==> config.mk <==
export PLATFORM = sky130hd
export DESIGN_NAME = sie_irq_ctrl
export DESIGN_NICKNAME = d
export VERILOG_FILES = /design/src/include/sie_pkg.sv /design/src/hw/sie_irq_ctrl.sv
export SDC_FILE = /design/constraint.sdc
export NUM_CORES = 1
export LEC_CHECK = 0
export ABC_AREA = 1
export BUFFER_PORTS_ARGS = -buffer_cell sky130_fd_sc_hd__clkbuf_2
export CAP_MARGIN = 10
export CORE_ASPECT_RATIO = 1.25
export CORE_UTILIZATION = 35
export CTS_BUF_LIST = sky130_fd_sc_hd__clkbuf_4 sky130_fd_sc_hd__clkbuf_8
export DETAILED_ROUTE_END_ITERATION = 8
export PLACE_DENSITY = 0.57
export SYNTH_ARGS = -nofsm -noshare
export SYNTH_HDL_FRONTEND = slang
export SYNTH_SLANG_ARGS = --single-unit
==> constraint.sdc <==
create_clock -name clock -period 1.6 [get_ports clock]
set_clock_uncertainty 0.05 [all_clocks]
set_input_delay 0.32 -clock clock [delete_from_list [all_inputs] [get_ports clock]]
set_output_delay 0.32 -clock clock [all_outputs]
set_load 0.01 [all_outputs]
==> src/include/sie_pkg.sv <==
package sie_pkg;

  localparam int DATA_W = 8;
  localparam int RESULT_W = 16;
  localparam int FLAG_W = 6;

  localparam logic [7:0] ADDR_INT_CFG = 8'h03;
  localparam logic [7:0] ADDR_SRC_ENABLE = 8'h04;
  localparam logic [7:0] ADDR_MODE_SELECT_A = 8'h05;
  localparam logic [7:0] ADDR_STATUS = 8'h21;

  localparam logic [7:0] INT_CFG_MASK = 8'h03;
  localparam logic [7:0] SRC_ENABLE_MASK = 8'h3f;
  localparam logic [7:0] MODE_SELECT_A_MASK = 8'hf7;

  localparam logic [7:0] INT_CFG_RESET = 8'h00;
  localparam logic [7:0] SRC_ENABLE_RESET = 8'h00;
  localparam logic [7:0] MODE_SELECT_A_RESET = 8'h00;
  localparam logic [FLAG_W-1:0] STATUS_RESET = 6'h00;

  localparam int OUTPUT_ENABLE_BIT = 0;
  localparam int CLEAR_MODE_BIT = 1;

  localparam int AMB_LO_BIT = 0;
  localparam int AMB_HI_BIT = 1;
  localparam int PROX_BIT_BASE = 2;
  localparam int PROX3_BIT = 4;
  localparam int CMD_BIT = 5;

  localparam int PROX_MODE_BASE = 4;
  localparam int AMB_MODE_LSB = 0;

  localparam logic [1:0] PROX_MODE_EVERY = 2'h0;
  localparam logic [1:0] PROX_MODE_CROSS = 2'h1;
  localparam logic [1:0] PROX_MODE_ABOVE = 2'h3;

  localparam logic [2:0] AMB_MODE_EVERY = 3'h0;
  localparam logic [1:0] AMB_EXIT_VIS = 2'h1;
  localparam logic [1:0] AMB_EXIT_IR = 2'h3;
  localparam logic [1:0] AMB_ENTER_VIS = 2'h2;
  localparam logic [1:0] AMB_ENTER_IR = 2'h3;

  localparam logic INT_RELEASED = 1'b1;
  localparam logic INT_PIN_LOW = 1'b0;

  typedef struct packed {
    logic done;
    logic [RESULT_W-1:0] result;
  } sie_prox_sample_type;

  typedef struct packed {
    logic done;
    logic [RESULT_W-1:0] visible;
    logic [RESULT_W-1:0] infrared;
  } sie_ambient_sample_type;

endpackage

==> src/hw/sie_irq_ctrl.sv <==
`timescale 1ns/1ps
module sie_irq_ctrl #(
  parameter int PROX_CHANNELS = 2
) (
  input wire logic clock,
  input wire logic rst_b,
  input wire logic regWrEn,
  input wire logic regRdEn,
  input wire logic [7:0] regAddr,
  input wire logic [sie_pkg::DATA_W-1:0] regWrData,
  output logic [sie_pkg::DATA_W-1:0] regRdData_ff,
  input wire sie_pkg::sie_prox_sample_type [PROX_CHANNELS-1:0] proxSample,
  input wire logic [PROX_CHANNELS-1:0][sie_pkg::RESULT_W-1:0] proxThreshold,
  input wire logic prox3Event,
  input wire logic cmdEvent,
  input wire sie_pkg::sie_ambient_sample_type ambientSample,
  input wire logic [sie_pkg::RESULT_W-1:0] ambientWindowLow,
  input wire logic [sie_pkg::RESULT_W-1:0] ambientWindowHigh,
  output logic intLevel_ff,
  output logic intDriveN_ff
);
  import sie_pkg::*;

  // refused at elaboration, the status map has room for two channels only
  if (PROX_CHANNELS < 1 || PROX_CHANNELS > 2) begin : g_badChannels
    $error("PROX_CHANNELS must be 1 or 2");
  end

  function automatic logic inWindow(input logic [RESULT_W-1:0] v,
                                    input logic [RESULT_W-1:0] lo,
                                    input logic [RESULT_W-1:0] hi);
    inWindow = (v >= lo) && (v <= hi);
  endfunction

  logic [DATA_W-1:0] intCfg_ff;
  logic [DATA_W-1:0] srcEnable_ff;
  logic [DATA_W-1:0] modeSelectA_ff;
  logic [FLAG_W-1:0] statusFlags_ff;
  logic [FLAG_W-1:0] nxt_statusFlags;
  logic [FLAG_W-1:0] setMask;
  logic [FLAG_W-1:0] clearMask;
  logic [PROX_CHANNELS-1:0] proxSet;
  logic [2:0] ambMode;
  logic visInside;
  logic irInside;
  logic ambSetLo;
  logic ambSetHi;
  logic pending;

  // reserved bits are masked on the way in, so they read back zero
  always_ff @(posedge clock or negedge rst_b) begin
    if (!rst_b) begin
      intCfg_ff <= INT_CFG_RESET;
      srcEnable_ff <= SRC_ENABLE_RESET;
      modeSelectA_ff <= MODE_SELECT_A_RESET;
    end else if (regWrEn) begin
      case (regAddr)
        ADDR_INT_CFG: intCfg_ff <= regWrData & INT_CFG_MASK;
        ADDR_SRC_ENABLE: srcEnable_ff <= regWrData & SRC_ENABLE_MASK;
        ADDR_MODE_SELECT_A: modeSelectA_ff <= regWrData & MODE_SELECT_A_MASK;
        default: ;
      endcase
    end
  end

  always_ff @(posedge clock or negedge rst_b) begin
    if (!rst_b) begin
      regRdData_ff <= 8'h00;
    end else if (regRdEn) begin
      case (regAddr)
        ADDR_INT_CFG: regRdData_ff <= intCfg_ff;
        ADDR_SRC_ENABLE: regRdData_ff <= srcEnable_ff;
        ADDR_MODE_SELECT_A: regRdData_ff <= modeSelectA_ff;
        ADDR_STATUS: regRdData_ff <= {2'h0, statusFlags_ff};
        default: regRdData_ff <= 8'h00;
      endcase
    end
  end

  genvar gi;
  generate
    for (gi = 0; gi < PROX_CHANNELS; gi++) begin : g_prox
      logic [1:0] mode;
      logic [RESULT_W-1:0] prevResult_ff;
      logic nowAbove;
      logic wasAbove;
      assign mode = modeSelectA_ff[PROX_MODE_BASE + 2 * gi +: 2];
      assign nowAbove = proxSample[gi].result > proxThreshold[gi];
      assign wasAbove = prevResult_ff > proxThreshold[gi];

      // previous result kept even while disabled, so enabling does not false-trip
      always_ff @(posedge clock or negedge rst_b) begin
        if (!rst_b) begin
          prevResult_ff <= '0;
        end else if (proxSample[gi].done) begin
          prevResult_ff <= proxSample[gi].result;
        end
      end

      always_comb begin
        case (mode)
          PROX_MODE_EVERY: proxSet[gi] = proxSample[gi].done;
          PROX_MODE_CROSS: proxSet[gi] = proxSample[gi].done && (nowAbove != wasAbove);
          PROX_MODE_ABOVE: proxSet[gi] = proxSample[gi].done && nowAbove;
          default: proxSet[gi] = 1'b0;
        endcase
      end

    end
  endgenerate

  assign ambMode = modeSelectA_ff[AMB_MODE_LSB +: 3];
  assign visInside = inWindow(ambientSample.visible, ambientWindowLow, ambientWindowHigh);
  assign irInside = inWindow(ambientSample.infrared, ambientWindowLow, ambientWindowHigh);

  always_comb begin
    ambSetLo = 1'b0;
    ambSetHi = 1'b0;
    if (ambientSample.done) begin
      if (ambMode == AMB_MODE_EVERY) begin
        ambSetLo = 1'b1;
      end
      if (ambMode[1:0] == AMB_EXIT_VIS && !visInside) begin
        ambSetLo = 1'b1;
      end
      if (ambMode[1:0] == AMB_EXIT_IR && !irInside) begin
        ambSetLo = 1'b1;
      end
      if (ambMode[2:1] == AMB_ENTER_VIS && visInside) begin
        ambSetHi = 1'b1;
      end
      if (ambMode[2:1] == AMB_ENTER_IR && irInside) begin
        ambSetHi = 1'b1;
      end
    end
  end

  // sets are gated by enable, so a disabled source leaves mode without effect
  always_comb begin
    setMask = '0;
    setMask[CMD_BIT] = cmdEvent && srcEnable_ff[CMD_BIT];
    setMask[PROX3_BIT] = prox3Event && srcEnable_ff[PROX3_BIT];
    setMask[AMB_LO_BIT] = ambSetLo && srcEnable_ff[AMB_LO_BIT];
    setMask[AMB_HI_BIT] = ambSetHi && srcEnable_ff[AMB_HI_BIT];
    for (int i = 0; i < PROX_CHANNELS; i++) begin
      setMask[PROX_BIT_BASE + i] = proxSet[i] && srcEnable_ff[PROX_BIT_BASE + i];
    end
  end

  assign clearMask = (regWrEn && regAddr == ADDR_STATUS) ? regWrData[FLAG_W-1:0] : '0;
  // a set in the same cycle as the clear wins
  assign nxt_statusFlags = (statusFlags_ff & ~clearMask) | setMask;

  always_ff @(posedge clock or negedge rst_b) begin
    if (!rst_b) begin
      statusFlags_ff <= STATUS_RESET;
    end else begin
      statusFlags_ff <= nxt_statusFlags;
    end
  end

  assign pending = |(statusFlags_ff & srcEnable_ff[FLAG_W-1:0]);

  // open drain: level always low, only the enable moves
  always_ff @(posedge clock or negedge rst_b) begin
    if (!rst_b) begin
      intDriveN_ff <= INT_RELEASED;
      intLevel_ff <= INT_PIN_LOW;
    end else begin
      intDriveN_ff <= !(intCfg_ff[OUTPUT_ENABLE_BIT] && pending);
      intLevel_ff <= INT_PIN_LOW;
    end
  end
endmodule

==> impl_results.md <==
- Placeable Area: 16300 sq um
- Clock-pin transition on the worst setup and hold timing paths: 0.08 ns
- Final setup slack of the worst path: -0.0331 ns
- Post-synthesis instance area: 5890 sq um
- YS warnings: 0
- Ratio of final minimum period to clock period: 102%
- Total setup violations reported at the end of the flow: 1
- DRC: 0
- Capture point of the critical path: statusFlags_ff[2]
- R2r setup slk: -0.03 ns
- Detailed-router iteration count before antenna repair: 4
- Sequential share of the synthesized area: 26.4%
- Highest Clock Rate: 612 MHz
- Multi-input logic area: 3930 sq um
- Setup repair after global routing missed its margin: true
- Violations in the final reports: negative setup slack
- Count of pins over their slew limit: 0
- Launch point of the critical path: g_prox[0].prevResult_ff[11]
- Fraction of final layout cells with drive strength greater than 1: 27.7%
- Number of synthesized register bits: 62
- Total number of vias: 5333
- Class of the most critical setup path: reg -> reg
- Largest net degree at the start of global routing: 63
- Vias in the first global route: 5392
- Required time worst endpoint: 1.79 ns
- WL per Instance: 12.6 um
- Kind of end point of the critical path: register
- Number of antenna violations at the first check in global routing: 0
- IO Count: 163
- Critical Path Source Type: register
- Count of unique library cells instantiated by Yosys: 36
- IR drop worst, VDD: 0.326 mV
- R2R Path End: statusFlags_ff[2]
- Cell area after placement: 7070 sq um
- Clock period minus worst slack: 1.63 ns
- Syn Nets: 1031
- Static Leak: 0.00422 uW
- Global-route wire length before repair: 24.4 mm
- Number of sinks handled by clock tree synthesis: 62
- Row count: 52
- Pwr per Cell Area: 635 nW/um^2
- CTS HTree Levels: 3
- Setup slack after placement: -0.195 ns
- Register area: 1550 sq um
- Horizontal extent of the die: 118 um
- Area enclosed by the die boundary: 17300 sq um
- Layout Nets: 1214
- CTS Root Cell: sky130_fd_sc_hd__clkbuf_8
- Final-layout setup total negative slack: -0.0331 ns
- Reg2reg path depth: 11
- Routed wire length: 14.6 mm
- Average footprint of a synthesized cell: 7.85 sq um
- Global-route congestion overflow total: 0
- Estimated wirelength of the detail-placed design: 12.4 mm
- Data arrival, critical path: 1.82 ns
- Post-synthesis to final-layout area growth: 25.8%
- DP Cell Count: 1137
- Design Area, Final: 7410 sq um
- Startpoint of the lowest-slack register-to-register path: g_prox[0].prevResult_ff[11]
- Y dimension of the die: 147 um
- Initial Utilization: 36.1%
- Maximum Capacitance Violations: 0
- Number of diodes added for antenna fixing: 0
- Routability-driven placement congestion ratio: 0.817
- Number of vias per cell: 4.62
- Remaining antenna violation count: 0
- Number of standard cells after synthesis: 750
- Violation count after the first detailed-routing iteration: 151
- Largest driver fanout on the critical path: 2
- Worst min-delay path category: in -> reg
- Number of buffers inserted during clock tree synthesis: 9
- Maximum root-to-sink buffer count: 2
- Number of I/O port buffers: 161
- Clock latency reported for the late side of the worst-skew pair: 0.35 ns
- Filler Cell Count: 1739
- Non-Filler Instances: 1154
- Gr usage total: 17.6%
- CTS tree: yes
- Hold violation count in the final report: 0
- Status: finished, violations left
-- cells in the final DEF, fill, tap and decap left out, types with 16 or more instances in the layout --
cell type,count
sky130_fd_sc_hd__inv_1,125
sky130_fd_sc_hd__mux2_2,30
sky130_fd_sc_hd__buf_4,16
sky130_fd_sc_hd__nand2_1,181
sky130_fd_sc_hd__nor2_1,36
sky130_fd_sc_hd__clkbuf_2,161
sky130_fd_sc_hd__o21ai_0,31
sky130_fd_sc_hd__nand3_1,25
sky130_fd_sc_hd__dfrtp_1,61
sky130_fd_sc_hd__ha_1,120
sky130_fd_sc_hd__a21oi_1,57
-- routing by layer --
metal | up-vias | GRT usage, % | routed length (um)
met4 | 0 | 4.68 | 197
met2 | 111 | 33.1 | 7510
met5 | - | 0 | 0
li1 | 2861 | - | -
met1 | 2346 | 19.6 | 6240
met3 | 15 | 4.11 | 639
-- Yosys cell counts --
| master | n | area share, % |
|---|---|---|
| sky130_fd_sc_hd__a21o_1 | 2 | 0.25 |
| sky130_fd_sc_hd__inv_1 | 125 | 8.0 |
| sky130_fd_sc_hd__nor3_1 | 7 | 0.59 |
| sky130_fd_sc_hd__nor4_4 | 1 | 0.36 |
| sky130_fd_sc_hd__o21bai_1 | 5 | 0.64 |
| sky130_fd_sc_hd__o22ai_1 | 1 | 0.11 |
| sky130_fd_sc_hd__a221oi_1 | 1 | 0.15 |
| sky130_fd_sc_hd__o21ai_0 | 32 | 2.7 |
| sky130_fd_sc_hd__a21boi_0 | 3 | 0.38 |
| sky130_fd_sc_hd__ha_1 | 128 | 27 |
| sky130_fd_sc_hd__nor3_2 | 2 | 0.34 |
| sky130_fd_sc_hd__dfstp_2 | 1 | 0.45 |
| sky130_fd_sc_hd__nand2_1 | 182 | 12 |
| sky130_fd_sc_hd__nand2_2 | 2 | 0.21 |
| sky130_fd_sc_hd__clkbuf_1 | 1 | 0.064 |
| sky130_fd_sc_hd__o21ai_1 | 3 | 0.25 |
| sky130_fd_sc_hd__a31oi_1 | 1 | 0.11 |
| sky130_fd_sc_hd__a31o_2 | 1 | 0.15 |
| sky130_fd_sc_hd__mux2_4 | 1 | 0.25 |
| sky130_fd_sc_hd__a21oi_2 | 1 | 0.15 |
| sky130_fd_sc_hd__nor3_4 | 1 | 0.28 |
| sky130_fd_sc_hd__buf_6 | 2 | 0.38 |
| sky130_fd_sc_hd__inv_2 | 1 | 0.064 |
| sky130_fd_sc_hd__dfrtp_1 | 61 | 26 |
| sky130_fd_sc_hd__conb_1 | 1 | 0.064 |
| sky130_fd_sc_hd__buf_2 | 4 | 0.34 |
| sky130_fd_sc_hd__nand3_1 | 25 | 2.1 |
| sky130_fd_sc_hd__o31ai_1 | 1 | 0.13 |
| sky130_fd_sc_hd__o21ai_2 | 11 | 1.6 |
| sky130_fd_sc_hd__mux2_2 | 30 | 5.7 |
| sky130_fd_sc_hd__a32o_1 | 1 | 0.17 |
| sky130_fd_sc_hd__nor2_1 | 37 | 2.4 |
| sky130_fd_sc_hd__buf_4 | 1 | 0.13 |
| sky130_fd_sc_hd__nand4_1 | 12 | 1.3 |
| sky130_fd_sc_hd__o21a_1 | 4 | 0.51 |
| sky130_fd_sc_hd__a21oi_1 | 58 | 4.9 |
-- report_power, final --
group | internal (uW) | leakage, uW | total [uW] | switching [uW]
clock network | 838 | 0.000106 | 1490 | 653
logic | 649 | 0.00334 | 1390 | 738
registers | 1710 | 0.000775 | 1820 | 109
-- cell type report --
cell class / count / area share, %
clock inverters: 3 / 0.574
flip-flops and latches: 62 / 21.0
repair buffers: 180 / 13.2
well taps: 216 / 3.65
inverters: 126 / 6.38
multi-input cells: 554 / 53.0
clock buffers: 13 / 2.25
-- worst min-delay path by stage --
stage / startpoint / end / slack [ns] / depth (start not counted)
6_report: prox3Event / statusFlags_ff[4] / 0.13 / 3
5_1_grt: prox3Event / statusFlags_ff[4] / 0.13 / 3
3_5_place_dp: rst_b / g_prox[0].prevResult_ff[3] / 0.32 / 2
2_1_floorplan: rst_b / g_prox[0].prevResult_ff[0] / -0.03 / 0
4_1_cts: prox3Event / statusFlags_ff[4] / 0.11 / 3
3_3_place_gp: rst_b / g_prox[0].prevResult_ff[3] / 0.31 / 2
-- kinds of logic (layout without fill, tap and decap cells) --
| logic type | count (synthesis) | in the layout | synth area share, % |
|---|---|---|---|
| simple gates | 269 | 269 | 19.1 |
| compound gates | 125 | 125 | 12.3 |
| other cells | 1 | 1 | 0.0637 |
| mux | 31 | 31 | 5.99 |
| buf+inv | 134 | 322 | 8.95 |
| fa+ha+maj | 128 | 128 | 27.2 |
| flops | 62 | 62 | 26.4 |
-- flip-flops by register name, indices dropped and copies added, names as in the netlist --
register / count
intDriveN_ff: 1
statusFlags_ff: 6
intCfg_ff: 2
srcEnable_ff: 6
regRdData_ff: 8
g_prox.prevResult_ff: 32
modeSelectA_ff: 7
-- critical path: stages, from the launching register on --
cell and delay (ns):
sky130_fd_sc_hd__dfrtp_1 0.38, sky130_fd_sc_hd__ha_1 0.29, sky130_fd_sc_hd__nand2_1 0.08, sky130_fd_sc_hd__o21bai_1 0.16, sky130_fd_sc_hd__a21oi_1 0.12, sky130_fd_sc_hd__nor2_1 0.07
sky130_fd_sc_hd__nand2_1 0.09, sky130_fd_sc_hd__nand2_1 0.05, sky130_fd_sc_hd__nand2_1 0.06, sky130_fd_sc_hd__nand3_1 0.07, sky130_fd_sc_hd__nand2_1 0.06, sky130_fd_sc_hd__nand2_1 0.04
-- stage by stage --
stage	power (uW)	util [%]	hold slack, ns
2_1_floorplan	2670	-	-0.0256
3_3_place_gp	3190	43.3	0.315
3_5_place_dp	3200	43.3	0.318
4_1_cts	4770	45.1	0.112
5_1_grt	5090	45.4	0.132
6_report	4700	45.4	0.131
-- timing repair --
action / 4_1_cts / 5_1_grt
gates resized for setup: 9 / 5
hold buffers: 1 / 0
setup buffers: 0 / 0
pin swaps: 2 / 1
endpoints found under the setup margin: 2 / 3
hold endpoints to repair: 61 / 0
No activity file was read; power rests on OpenSTA's default activity.
